### src/design/tcp_pkg.sv
// package: register map, field layout, reset values and states of the two-wire target/command port
// What this block does
// RULE1: enable 0 ignores select, normal addressing
// RULE2: select 0 general call, 1 start byte
// RULE3: after general call, read sets abort
// RULE4: general-call mode holds until enable cleared
// RULE5: target address used; ignored for general call
// RULE6: software writes target once for start byte
// RULE7: self-addressing is simplex loopback only
// RULE8: own address 10 bits; 7-bit uses low seven
// RULE9: own address writable only while disabled
// RULE10: command bit sets master direction only
// RULE11: slave transmit data written with command 0
// RULE12: read command after read request aborts; the code aborts only in master mode, a slave-mode read command is pushed
// RULE13: master read during read request: drop, abort
// RULE14: data byte sent on write; read returns received
// RULE15: high period counts programmed value plus eight
// RULE16: software programs high count for 4 us
// RULE17: addresses reset 0x055, high count 0x033A
// RULE18: speed 1 standard, 2 fast, master only
// RULE19: 7-bit slave ignores 10-bit transactions
// RULE20: port write pushes one command entry
package tcp_pkg;
  // register byte offsets
  localparam logic [7:0] ADDR_TARGET  = 8'h04;
  localparam logic [7:0] ADDR_OWN     = 8'h08;
  localparam logic [7:0] ADDR_DATA    = 8'h10;
  localparam logic [7:0] ADDR_SS_HCNT = 8'h14;
  localparam logic [7:0] ADDR_CTRL    = 8'h00;
  localparam logic [7:0] ADDR_STATUS  = 8'h18;
  // target address fields
  localparam int TGT_ENA_BIT = 11;
  localparam int TGT_SEL_BIT = 10;
  localparam int ADDR_MSB    = 9;
  localparam int ADDR7_MSB   = 6;
  // data/command fields
  localparam int CMD_BIT     = 8;
  localparam int DATA_MSB    = 7;
  // control fields
  localparam int CTL_ENA_BIT   = 0;
  localparam int CTL_SPD_LSB   = 1;
  localparam int CTL_SLV10_BIT = 3;
  localparam int CTL_MST10_BIT = 4;
  // status fields
  localparam int ST_ABORT_BIT = 0;
  localparam int ST_GC_BIT    = 1;
  localparam int ST_SPD_BIT   = 2;
  // reset values
  localparam logic [11:0] TARGET_RST = 12'h055;
  localparam logic [9:0]  OWN_RST    = 10'h055;
  localparam logic [15:0] SS_HCNT_RST = 16'h033A;
  localparam logic [4:0]  CTRL_RST   = 5'h05;
  // speed codes
  localparam logic [1:0] SPD_STD  = 2'h1;
  localparam logic [1:0] SPD_FAST = 2'h2;
  // fixed extra cycles in the high period
  localparam logic [16:0] HCNT_EXTRA = 17'h00008;
  typedef enum logic [1:0] {TCP_IDLE, TCP_HIGH, TCP_LOW} tcp_phase_e;
endpackage

### src/design/tcp_high_timer.sv
// module: standard-speed scl high-period counter
`timescale 1ns/1ps
module tcp_high_timer (
  // clock and reset
  input  wire logic        core_clk_i,
  input  wire logic        rst_i,
  input  wire logic        clk_en_i,
  // control
  input  wire logic        start_i,
  input  wire logic [15:0] count_i,
  // status
  output logic             busy_o,
  output logic             done_o
);
  typedef struct packed {
    logic [16:0] cnt;
    logic        busy;
    logic        done;
  } tcp_tmr_s;
  tcp_tmr_s st;
  tcp_tmr_s next_st;
  always_comb begin
    next_st = st;
    next_st.done = 1'b0;
    if (st.busy) begin
      if (st.cnt == 17'h00000) begin
        next_st.busy = 1'b0;
        next_st.done = 1'b1;
      end else begin
        next_st.cnt = st.cnt - 17'h00001;
      end
    end else if (start_i) begin
      // high period lasts programmed count plus the fixed eight cycles
      next_st.cnt = {1'b0, count_i} + tcp_pkg::HCNT_EXTRA - 17'h00001; // RULE15
      next_st.busy = 1'b1;
    end
  end
  always_ff @(posedge core_clk_i) begin
    if (rst_i) begin
      st <= '0;
    end else if (clk_en_i) begin
      st <= next_st;
    end
  end
  assign busy_o = st.busy;
  assign done_o = st.done;
endmodule

### src/design/tcp_top.sv
// module: target address, own address, data/command port and high-count registers
//
// Local design decisions: the placing of the registers and register access over Avalon-MM.
`timescale 1ns/1ps
module tcp_top (
  // clock and reset
  input  wire logic        core_clk_i,
  input  wire logic        rst_i,
  input  wire logic        clk_en_i,
  // avalon-mm slave
  input  wire logic [7:0]  avs_address_i,
  input  wire logic        avs_read_i,
  input  wire logic        avs_write_i,
  input  wire logic [31:0] avs_writedata_i,
  input  wire logic [3:0]  avs_byteenable_i,
  output logic [31:0]      avs_readdata_o,
  output logic             avs_waitrequest_o,
  // controller side, same clock
  input  wire logic        master_mode_i,
  input  wire logic        read_request_i,
  input  wire logic        slave_10bit_req_i,
  input  wire logic [7:0]  rx_byte_i,
  input  wire logic        rx_valid_i,
  output logic             rx_pop_o,
  // transmit fifo push
  output logic             tx_push_o,
  output logic [8:0]       tx_entry_o,
  // bus control outputs
  output logic             gen_call_o,
  output logic             start_byte_o,
  output logic [9:0]       master_addr_o,
  output logic [9:0]       slave_match_addr_o,
  output logic             slave_ignore_10bit_o,
  output logic             loopback_simplex_o,
  output logic             std_speed_o,
  output logic             transmit_abort_flag_o,
  // high-period timer
  input  wire logic        scl_high_start_i,
  output logic             scl_high_busy_o,
  output logic             scl_high_done_o
);
  typedef struct packed {
    logic [11:0] target;
    logic [9:0]  own;
    logic [15:0] hcnt;
    logic [4:0]  ctrl;
    logic        abort;
    logic        gc_mode;
    logic        rd_req_seen;
    logic        ack;
    logic [31:0] rdata;
    logic        push;
    logic [8:0]  entry;
    logic        pop;
  } tcp_regs_s;
  tcp_regs_s st;
  tcp_regs_s next_st;
  logic        access;
  logic        take;
  logic        enabled;
  logic        special;
  logic        is_gc;
  logic        cmd_read;
  logic [31:0] rd_mux;
  logic [1:0]  speed;

  ////////////////////////////////////////////////////////////////////////////
  // decode helpers
  assign access   = (avs_read_i || avs_write_i) && !st.ack;
  assign take     = (avs_read_i || avs_write_i) && st.ack;
  assign enabled  = st.ctrl[tcp_pkg::CTL_ENA_BIT];
  assign special  = st.target[tcp_pkg::TGT_ENA_BIT];
  assign is_gc    = special && !st.target[tcp_pkg::TGT_SEL_BIT]; // RULE1 RULE2
  assign cmd_read = avs_writedata_i[tcp_pkg::CMD_BIT];
  assign speed    = st.ctrl[tcp_pkg::CTL_SPD_LSB +: 2];

  always_comb begin
    rd_mux = 32'h00000000;
    if (avs_address_i == tcp_pkg::ADDR_TARGET) begin
      rd_mux[11:0] = st.target;
    end else if (avs_address_i == tcp_pkg::ADDR_OWN) begin
      rd_mux[9:0] = st.own;
    end else if (avs_address_i == tcp_pkg::ADDR_DATA) begin
      rd_mux[tcp_pkg::DATA_MSB:0] = rx_byte_i; // RULE14
    end else if (avs_address_i == tcp_pkg::ADDR_SS_HCNT) begin
      rd_mux[15:0] = st.hcnt;
    end else if (avs_address_i == tcp_pkg::ADDR_CTRL) begin
      rd_mux[4:0] = st.ctrl;
    end else if (avs_address_i == tcp_pkg::ADDR_STATUS) begin
      rd_mux[tcp_pkg::ST_ABORT_BIT] = st.abort;
      rd_mux[tcp_pkg::ST_GC_BIT]    = st.gc_mode;
      rd_mux[tcp_pkg::ST_SPD_BIT]   = std_speed_o;
    end
  end

  ////////////////////////////////////////////////////////////////////////////
  // register update
  always_comb begin
    next_st = st;
    next_st.ack  = access;
    next_st.push = 1'b0;
    next_st.pop  = 1'b0;
    if (read_request_i) begin
      next_st.rd_req_seen = 1'b1;
    end
    // general-call mode persists until special enable is cleared
    if (!special) begin
      next_st.gc_mode = 1'b0; // RULE4
    end
    // read data is latched in the wait cycle so it stands at the accepting edge
    if (access && avs_read_i) begin
      next_st.rdata = rd_mux;
    end
    // side effects land only at the edge that sees waitrequest low
    if (take && avs_read_i) begin
      if (avs_address_i == tcp_pkg::ADDR_DATA && rx_valid_i) begin
        next_st.pop = 1'b1;
      end else if (avs_address_i == tcp_pkg::ADDR_STATUS) begin
        // the status read clears abort; only data writes set it, so no new abort lands in this cycle
        next_st.abort = 1'b0;
      end
    end else if (take && avs_write_i) begin
      if (avs_address_i == tcp_pkg::ADDR_TARGET) begin
        if (avs_byteenable_i[0]) begin
          next_st.target[7:0] = avs_writedata_i[7:0];
        end
        if (avs_byteenable_i[1]) begin
          next_st.target[11:8] = avs_writedata_i[11:8];
        end
      end else if (avs_address_i == tcp_pkg::ADDR_OWN) begin
        if (!enabled) begin // RULE9
          if (avs_byteenable_i[0]) begin
            next_st.own[7:0] = avs_writedata_i[7:0];
          end
          if (avs_byteenable_i[1]) begin
            next_st.own[9:8] = avs_writedata_i[9:8];
          end
        end
      end else if (avs_address_i == tcp_pkg::ADDR_SS_HCNT) begin
        if (avs_byteenable_i[0]) begin
          next_st.hcnt[7:0] = avs_writedata_i[7:0];
        end
        if (avs_byteenable_i[1]) begin
          next_st.hcnt[15:8] = avs_writedata_i[15:8];
        end
      end else if (avs_address_i == tcp_pkg::ADDR_CTRL) begin
        if (avs_byteenable_i[0]) begin
          next_st.ctrl = avs_writedata_i[4:0];
          // only the two legal speed codes are kept
          if (avs_writedata_i[2:1] != tcp_pkg::SPD_STD
              && avs_writedata_i[2:1] != tcp_pkg::SPD_FAST) begin
            next_st.ctrl[tcp_pkg::CTL_SPD_LSB +: 2] = speed; // RULE18
          end
        end
      end else if (avs_address_i == tcp_pkg::ADDR_DATA && enabled
                   && avs_byteenable_i[1:0] == 2'h3) begin
        if (master_mode_i && cmd_read && (read_request_i || st.rd_req_seen)) begin
          next_st.abort = 1'b1; // RULE12 RULE13
        end else if (master_mode_i && cmd_read && (is_gc || st.gc_mode)) begin
          next_st.abort = 1'b1; // RULE3
        end else begin
          // slave mode passes the command bit through but it steers nothing
          next_st.push  = 1'b1; // RULE20 RULE10
          next_st.entry = avs_writedata_i[8:0]; // RULE14
          if (master_mode_i && is_gc) begin
            next_st.gc_mode = 1'b1;
          end
        end
        // a read request arriving in the same cycle wins over the clear
        if (!master_mode_i && !read_request_i) begin
          next_st.rd_req_seen = 1'b0;
        end
      end
    end
  end

  always_ff @(posedge core_clk_i) begin
    if (rst_i) begin
      st        <= '0;
      st.target <= tcp_pkg::TARGET_RST; // RULE17
      st.own    <= tcp_pkg::OWN_RST;
      st.hcnt   <= tcp_pkg::SS_HCNT_RST;
      st.ctrl   <= tcp_pkg::CTRL_RST;
    end else if (clk_en_i) begin
      st <= next_st;
    end
  end

  ////////////////////////////////////////////////////////////////////////////
  // high-period timer, used only at standard speed
  tcp_high_timer u_high (
    .core_clk_i (core_clk_i),
    .rst_i      (rst_i),
    .clk_en_i   (clk_en_i),
    .start_i    (scl_high_start_i && std_speed_o),
    .count_i    (st.hcnt),
    .busy_o     (scl_high_busy_o),
    .done_o     (scl_high_done_o)
  );

  ////////////////////////////////////////////////////////////////////////////
  // outputs
  assign avs_waitrequest_o     = (avs_read_i || avs_write_i) && !st.ack;
  assign avs_readdata_o        = st.rdata;
  assign tx_push_o             = st.push;
  assign tx_entry_o            = st.entry;
  assign rx_pop_o              = st.pop;
  assign gen_call_o            = is_gc || st.gc_mode;
  assign start_byte_o          = special && st.target[tcp_pkg::TGT_SEL_BIT]; // RULE2
  assign master_addr_o         = st.target[tcp_pkg::ADDR_MSB:0]; // RULE5
  // loopback shares fifos so only one direction at a time
  assign loopback_simplex_o    = st.target[tcp_pkg::ADDR_MSB:0] == st.own; // RULE7
  assign slave_match_addr_o    = st.ctrl[tcp_pkg::CTL_SLV10_BIT] ? st.own
                                 : {3'h0, st.own[tcp_pkg::ADDR7_MSB:0]}; // RULE8
  assign slave_ignore_10bit_o  = !st.ctrl[tcp_pkg::CTL_SLV10_BIT] && slave_10bit_req_i; // RULE19
  assign std_speed_o           = master_mode_i && speed == tcp_pkg::SPD_STD; // RULE18
  assign transmit_abort_flag_o = st.abort;
endmodule

### config.mk
export PLATFORM = sky130hd
export DESIGN_NAME = tcp_top
export DESIGN_NICKNAME = d
export VERILOG_FILES = /design/src/design/tcp_pkg.sv /design/src/design/tcp_high_timer.sv /design/src/design/tcp_top.sv
export SDC_FILE = /design/constraint.sdc
export NUM_CORES = 1
export LEC_CHECK = 0
export ABC_AREA = 1
export BUFFER_PORTS_ARGS = -buffer_cell sky130_fd_sc_hd__buf_2
export CORE_MARGIN = 2
export CORE_UTILIZATION = 45
export DETAILED_ROUTE_END_ITERATION = 10
export PLACE_DENSITY_LB_ADDON = 0.25
export SYNTH_ARGS = -nofsm -noshare
export SYNTH_HDL_FRONTEND = slang
export SYNTH_SLANG_ARGS = --single-unit
### constraint.sdc
create_clock -name core_clk_i -period 1.8 [get_ports core_clk_i]
set_clock_uncertainty 0.05 [all_clocks]
set_input_delay 0.09 -clock core_clk_i [delete_from_list [all_inputs] [get_ports core_clk_i]]
set_output_delay 0.09 -clock core_clk_i [all_outputs]
set_load 0.02 [all_outputs]
**Word-level counts from Yosys, hierarchy flattened**

Cells that the tools add are included.

- Bitwise logic cells: 9
- Equality and inequality tests: 17
- Reduce and logical (&&, ||, !) cells: 45
- Add/sub/neg operators: 3
- Multiplexer cells: 46

Operator list:

| cell | number |
|---|---|
| 10-bit 2-to-1 mux | 11 |
| 18-bit 2-to-1 mux | 2 |
| 17-bit by 1-bit subtractor with 17-bit output (second input constant) | 2 |
| 7-bit AND reduction | 4 |
| 8-bit by 5-bit == test with 1-bit output (second input constant) | 3 |
| 3-bit 2-to-1 mux | 8 |
| 10-bit AND reduction | 2 |
| 1-bit logical AND | 19 |
| 16-bit by 4-bit adder with 17-bit output (second input constant) | 1 |
| 17-bit logical NOT | 1 |
| 17-bit 2-to-1 mux | 1 |
| 8-bit 2-to-1 mux | 2 |
| 1-bit 2-to-1 mux | 14 |
| 12-bit 2-to-1 mux | 1 |
| 2-bit inequality test (second input constant) | 6 |
| 11-bit 2-to-1 mux | 1 |
| 10-bit == test | 1 |
| 5-bit AND reduction | 2 |
| 1-bit inverter | 9 |
| 9-bit AND reduction | 1 |
| 8-bit by 3-bit == test with 1-bit output (second input constant) | 1 |
| 8-bit by 4-bit == test with 1-bit output (second input constant) | 1 |
| 8-bit logical NOT | 1 |
| 8-bit AND reduction | 1 |
| 13 further kinds | 25 |

- Bits in registers: 93
- Input bits: 62
- Output and inout bits: 72

**Longest topological paths before layout**

Gate-level depths: netlist of the first run.

- Word-level depth: 13
- Depth in mapped cells: 13

**By module**

A second synthesis of the first run with hierarchy kept.

- Cells, all modules: 871
- Area, all modules: 5785.5 um^2

By module, submodules not included:

| module | instances | seq. area each (um^2) | area an instance (um^2) | cells each |
|---|---|---|---|---|
| tcp_top | 1 | 1481.4 | 4075.2 | 553 |
| tcp_high_timer | 1 | 380.4 | 1710.4 | 318 |

**Least setup slack after synthesis of the first run**

Ideal clock, no wire load.

- Path type: register to register
- From: register st, in the netlist speed[0]
- To: register u_high.st[16] (netlist name)
- Data required time: 1.635 ns
- Clock period less this slack: 1.525 ns
- Arrival: 1.361 ns
- Setup slack: 0.275 ns
- Stages on the path, launching flop included: 11
- Path through: dfxtp_1 nand2_1 nor2_2 nand2_2 nand2_1 inv_1 nor2_1 buf_4 nand2_1 nor2_1 nor2_1

- Cells in the longest elaborated chain, start to end: 5

Ends and longest elaborated chain:

| what | RTL line | source |
|---|---|---|
| start, declared | tcp_top.sv:56 | `tcp_regs_s st;` |
| start signal, assigned | tcp_top.sv:185 | `st <= next_st;` |
| 2-bit by 1-bit == test with 1-bit output | tcp_top.sv:216 | `assign std_speed_o = master_mode_i && speed == tcp_pkg::SPD_STD;` |
| 1-bit logical AND | tcp_top.sv:216 |  |
| net std_speed_o | tcp_top.sv:35 | `output logic std_speed_o,` |
| 1-bit logical AND | tcp_top.sv:195 | `.start_i (scl_high_start_i && std_speed_o),` |
| 2-bit nonzero test (no line) | -- |  |
| 3-bit AND reduction (no line) | -- |  |
| end signal, assigned | tcp_high_timer.sv:42 | `st <= next_st;` |
| end, declared | tcp_high_timer.sv:20 | `tcp_tmr_s st;` |

The timed path passes the listed nets, and every way through them passes these cells.
A chain may end at the register's enable or synchronous reset.

**Final worst setup path of the first run**

- From: register st[76] (netlist name)
- To: output loopback_simplex_o

- Cells in the longest elaborated chain, start to end: 1

Ends and longest elaborated chain:

| what | RTL line | source |
|---|---|---|
| 10-bit == test | tcp_top.sv:212 | `assign loopback_simplex_o = st.target[tcp_pkg::ADDR_MSB:0] == st.own;` |
| end, declared | tcp_top.sv:34 | `output logic loopback_simplex_o,` |

Every way passes these cells.

==> metrics, run 1 <==
CTS sink count=93; area grow syn2layout=14.8%; share of the clock period used by the worst path=roughly 94%; number of port buffers=99; clock-pin slew on the worst setup and hold paths=70 ps; largest family of logic cells by synthesized area=simple AND/OR/NAND/NOR gates; Finished Cell Area=6610 um^2; Tot Pwr=4.58 mW; GR Overflow Total=0; Seq cells post-synth=93; Synth Cell Area=around 5800 um^2; final net count=1035; Via density=roughly 4.8; IO Pins=134; clock buffer depth=2; Ant. Diodes=0; Synth area leaders=dfxtp_1, nand2_1, nor2_1; fmax=0.588 GHz; Slew Viols, Final=0; crit start category=flop; CP Class=reg2out; Initial DRT Pass Iterations=5; wire length on met1=7710 um; clock root buffer=clkbuf_16; Detail Route met2 WL=around 6900 um; Worst VDD drop=0.653 mV; max layer used=met4; die width=117 um; Final HPWL DP=11800 um; fin crit period=1700 ps; vias in the first global route=~5100; synth warn=0; via count=5511; post-synth cell types=38; largest net degree at the start of global routing=just under 70; multiplexer share of the synthesized area=0%; power per cell area=692 nW/um^2; Crit. End Element=output port; largest fanout on the critical path=4; first-pass GRT wire length=25300 um; die area=13700 um^2; Synth area leader=dfxtp_1; Compound-Gate Fraction of Synth Area=12.6%; Starting Density=about 46%; Die Y=117 um; CTS tree=built; initial antenna violation count=0; met3 wire length=798 um; post-DR wirelength/cell=approximately 14 um; DRT Wirelength=between 15000 and 20000 um; Synth Area in XOR/XNOR=1.67%; worst setup margin=between 100 and 150 ps; Req. time, crit path=approximately 1700 ps; DRT antenna net count=0; global placement routability congestion=0.901; Hold Crit Class=in2reg; final hold viol count=0; Core Area=around 13000 um^2; Post-Syn Instances=around 900; Crit path arrival time=1560 ps; max-cap violations=0; RSZ-0062 raised after global routing=true; Post-CTS Setup Inserts=0; Max H-tree Level=3; clock latency on the worst-skew pair=360 ps; Yosys top cell area share=between 30% and 40%; Synth Area in Adders=less than 1%; Placed Cells=~1100; setup violators final=0; share of cells above drive strength 1=a little under a fifth; placed instance area=6110 um^2; EDFF count, synth=0; syn_area_per_cell=between 6 and 7 um^2; DP Worst Slack=131 ps; status=finished clean; GRT Total Usage=about a quarter; ys flop type=dfxtp_1; DRT iter0 DRCs=around 450; Post-Synth Simple-Gate Area=36.0%; # rows=41; CTS Buf Count=9; LEAKAGE=3.33 nW; DRC viols=0; Async S/R FF share, synth=0%; Seq/Total Area, Yosys=roughly a third; Post-Layout Cell Count=1147
## metrics by stage
step | hold WS [ps] | setup TNS, ps | util, %
after floorplan | 153 | 0 | -
after global placement | 266 | 0 | 48.6
after detailed placement | 273 | 0 | 48.6
after CTS | 1.10 | 0 | 52.4
after global routing | 31.3 | -63.8 | 52.6
final | 7.04 | 0 | 52.6
## critical path: stages (launching register included)
cell	delay, ps
dfxtp_1	350
xor2_1	180
a21oi_2	150
nand4_1	140
nor3_1	200
buf_2	190
## flip-flops by register name, summed over array words and instances, names as in the netlist
name                   count
u_high.busy_o              1
tx_entry_o                 9
speed                      2
u_high.st                 17
st                        32
u_high.done_o              1
avs_readdata_o            16
transmit_abort_flag_o      1
tx_push_o                  1
special                    1
master_addr_o             10
rx_pop_o                   1
enabled                    1
## worst paths after layout
path	startpoint	to	slack, ps	cells after the start
min	avs_writedata_i[2]	tx_entry_o[2]	7	3
min reg2reg	avs_readdata_o[12]	avs_readdata_o[12]	410	2
max reg2reg	st[43]	st[70]	130	6
max	st[76]	loopback_simplex_o	100	5
## cells in the mapped netlist, types with 4 or more instances
cell type	n
nor2_4	9
buf_4	61
buf_6	4
inv_1	96
nand3_1	70
clkbuf_1	12
nor2_1	137
o211ai_1	13
nand2_2	9
buf_2	4
o21ai_0	58
nand4_1	8
nand2_1	214
a21oi_1	52
nor2_2	5
xnor2_1	5
dfxtp_1	93
xor2_1	6
o22ai_1	4
## power by group
group | leakage [nW] | switching, mW | internal, mW
Combinational | 2.42 | 0.241 | 0.121
Sequential | 0.752 | 0.0108 | 2.07
Clock | 0.159 | 0.892 | 1.24
Total | 3.33 | 1.14 | 3.43
## cell families (layout without fill, tap and decap cells)
kind of cell / Yosys count / in the layout
other cells: 1 / 16
compound gates: 135 / 135
flops: 93 / 93
simple gates: 469 / 469
fa+ha+maj: 3 / 3
xor+xnor: 11 / 11
buf+inv: 182 / 248
## placed cells by master (no fill, tap or decap), types with 3 or more instances in the layout
master | synthesis | final
nand2_1 | 214 | 212
nor2_1 | 137 | 133
buf_2 | 4 | 99
inv_1 | 96 | 96
dfxtp_1 | 93 | 92
nand3_1 | 70 | 70
o21ai_0 | 58 | 58
a21oi_1 | 52 | 51
buf_4 | 61 | 17
conb_1 | 1 | 16
dlygate4sd3_1 | 0 | 14
o211ai_1 | 13 | 13
nand2_2 | 9 | 11
nor2_4 | 9 | 10
clkbuf_16 | 0 | 9
nor2_2 | 5 | 8
nand4_1 | 8 | 8
xor2_1 | 6 | 6
xnor2_1 | 5 | 5
o22ai_1 | 4 | 4
or2_2 | 3 | 3
nand2_4 | 3 | 3
inv_2 | 3 | 3
a211oi_1 | 3 | 3
ha_1 | 3 | 3
## metal layers
metal	up-vias	GRT usage [%]
li1	2925	-
met1	2426	32.7
met2	135	37.2
met3	25	5.51
met4	0	7.37
met5	-	0
## timing repair
action	4_1_cts	5_1_grt
hold endpoints to repair	22	0
hold buffers	14	0
gates cloned	0	0
endpoints found under the setup margin	1	23
gates resized for setup	1	10
pin swaps	0	1
## final cells by class
| type | count | area (um^2) |
|---|---|---|
| Inverter | 100 | 378 |
| Clock buffer | 10 | 229 |
| Multi-Input combinational cell | 634 | 3030 |
| Tap cell | 172 | 215 |
| Fill cell | 1303 | 5950 |
| Sequential cell | 93 | 1860 |
| Clock inverter | 6 | 93.8 |
| Timing Repair Buffer | 132 | 803 |
Power figures use the tool's default switching activity.
==> run 2, diff against run 1 <==
--- a/config.mk
+++ b/config.mk
@@ -13,4 +13,5 @@
 export PLACE_DENSITY_LB_ADDON = 0.25
 export SYNTH_ARGS = -nofsm -noshare
 export SYNTH_HDL_FRONTEND = slang
+export SYNTH_HIERARCHICAL = 1
 export SYNTH_SLANG_ARGS = --single-unit
==> metrics, run 2 <==
status=finished clean; Seq cells post-synth=93; post-synth cell types=42; DRT Wirelength=15500 um; synth warn=6; via count=5506; largest net degree at the start of global routing=55; Via density=~4.9; DRT iter0 DRCs=316; Max H-tree Level=3; syn_area_per_cell=6.64 um^2; GR Overflow Total=0; FF-to-FF End=u_high/st[5]; Post-Syn Instances=871; power per cell area=679 nW/um^2; Worst VDD drop=0.456 mV; CTS sink count=between 90 and 100; Seq. cell area=1870 um^2; IO Pins=134; Final HPWL DP=11600 um; fillers=around 1300; max FFs per register=32; Synth area leaders=dfxtp_1, nand2_1, buf_4; commonest non-fill, non-tap cell in the layout=nand2_1; Async S/R FF share, synth=0%; Die Y=117 um; Seq/Total Area, Yosys=32.2%; first-pass GRT wire length=25500 um; setup violators final=0; final hold viol count=0; Final Core Density=53.4%; CP Class=reg2reg; Core Area=12600 um^2; Crit. End Element=flop; share of the clock period used by the worst path=93.2%; GRT Total Usage=~23%; area grow syn2layout=16.0%; Slew Viols, Final=0; worst rel slew slack=65.1%; R2R setup slack=120 ps; ys flop type=dfxtp_1; DRT antenna net count=0; most frequent cells in the layout=nand2_1, nor2_1, buf_2; crit start category=flop; CTS tree=built; Ant. Diodes=0; Initial DRT Pass Iterations=6; die area=13800 um^2; worst-case reg-to-reg path depth=12; Starting Density=46.0%; RR Startpoint=u_high/st[2]; slew of the pin with the lowest slew margin=523 ps; Synth Cell Area=~5800 um^2; max-cap violations=0; fin crit period=approximately 1700 ps; fmax=0.596 GHz; Synth area leader=dfxtp_1; clock root buffer=clkbuf_16; Multi-input gate area=between 3000 and 4000 um^2; # rows=41; EDFF count, synth=0; Hold Crit Class=in2reg; largest fanout on the critical path=8; Crit path arrival time=1870 ps; clock latency on the worst-skew pair=350 ps; LEAKAGE=3.40 nW; clock buffer depth=2; post-DR wirelength/cell=about 14 um; number of port buffers=99; die width=117 um; global placement routability congestion=between 0.9 and 1; Yosys top cell area share=32.2%; hold depth=3; Hold Startpoint=avs_writedata_i[5]; Tot Pwr=4.56 mW; share of cells above drive strength 1=21.0%; Post-Layout Cell Count=between 1000 and 1500; CTS Buf Count=9; DRC viols=0; Placed Cells=approximately 1100; most frequent cells after synthesis=nand2_1, nor2_1, inv_1; clock-pin slew on the worst setup and hold paths=70 ps; final net count=1018; vias in the first global route=5049; initial antenna violation count=0; Biggest register=st; worst hold path endpoint=st[57]; cell with the most instances after synthesis=nand2_1; Req. time, crit path=1990 ps; Fin Hold WS=19.7 ps
-- run 2: changes by cell type in the layout (fill, tap and decap cells not counted), moves of 4 or more --
| cell | previous run | this run |
|---|---|---|
| nand4_1 | 8 | 14 |
| o21ai_0 | 58 | 52 |
| dfxtp_1 | 92 | 88 |
| inv_2 | 3 | 8 |
| dfxtp_2 | 1 | 5 |
| o21bai_1 | 0 | 8 |
| nand2_2 | 11 | 4 |
| nor2_1 | 133 | 110 |
| a21oi_1 | 51 | 47 |
| nand3_1 | 70 | 61 |
| buf_4 | 17 | 25 |
-- run 2: where the power goes --
| part | internal [mW] | switching (mW) | leakage [nW] |
|---|---|---|---|
| Combinational | 0.115 | 0.245 | 2.49 |
| Sequential | 2.08 | 0.0119 | 0.752 |
| Clock | 1.26 | 0.847 | 0.159 |
| Total | 3.45 | 1.10 | 3.40 |
-- run 2: kinds of logic after synthesis --
| kind of cell | count (synthesis) | share of synthesized area (%) |
|---|---|---|
| compound gates | 142 | 14.3 |
| xor+xnor | 9 | 1.36 |
| fa+ha+maj | 2 | 0.432 |
| buf+inv | 187 | 17.0 |
| flops | 93 | 32.2 |
| other cells | 1 | 0.0648 |
| simple gates | 437 | 34.7 |
-- run 2: metal layers --
layer  global-route usage, %  wire length (um)  vias up
met5                       0                 0        -
met2                    37.4              7210      150
li1                        -                 -     2884
met1                    31.0              7150     2451
met4                    7.98               293        0
met3                    2.97               801       21
-- run 2: cell type report --
cell class,instances,share of cell area (%)
multi-input cells,606,45.2
flip-flops and latches,93,27.8
repair buffers,138,12.8
clock inverters,6,1.40
inverters,106,6.00
well taps,172,3.21
clock buffers,10,3.56
-- run 2: critical path: stages, from the launching register on --
cell and delay (ps):
dfxtp_2 320, inv_2 80, ha_4 140, inv_2 40, nor2_4 120, nand3_2 110, nor2_4 150, nand4_4 100
nand2_4 150, buf_12 130, inv_4 50, nor2_2 60, nor2_1 40
-- run 2: metrics by stage --
| stage | cell area, um^2 | TNS, ps | setup slack, ps |
|---|---|---|---|
| 6_report | 6710 | 0 | 123 |
| 5_1_grt | 6710 | -161 | -28.3 |
| 3_5_place_dp | 6200 | 0 | 65.3 |
| 4_1_cts | 6650 | 0 | 12.0 |
| 3_3_place_gp | 6200 | 0 | 70.1 |
| 2_1_floorplan | 5840 | 0 | 109 |
-- run 2: worst max path at each step --
stage | endpoint | start | slack [ps] | depth (start not counted)
CTS | loopback_simplex_o | master_addr_o[1] | 10 | 5
detailed placement | u_high/st[4] | u_high/st[2] | 70 | 12
finish | u_high/st[5] | u_high/st[2] | 120 | 12
floorplan | u_high/st[5] | u_high/st[2] | 110 | 12
global placement | u_high/st[3] | u_high/st[2] | 70 | 12
global route | u_high/st[8] | u_high/st[3] | -30 | 12
-- run 2: repair_timing --
item / 4_1_cts / 5_1_grt
hold endpoints to repair: 15 / 0
gates resized for setup: 0 / 19
setup endpoints to repair: 0 / 19
hold buffers: 12 / 0
buffers inserted: 0 / 2
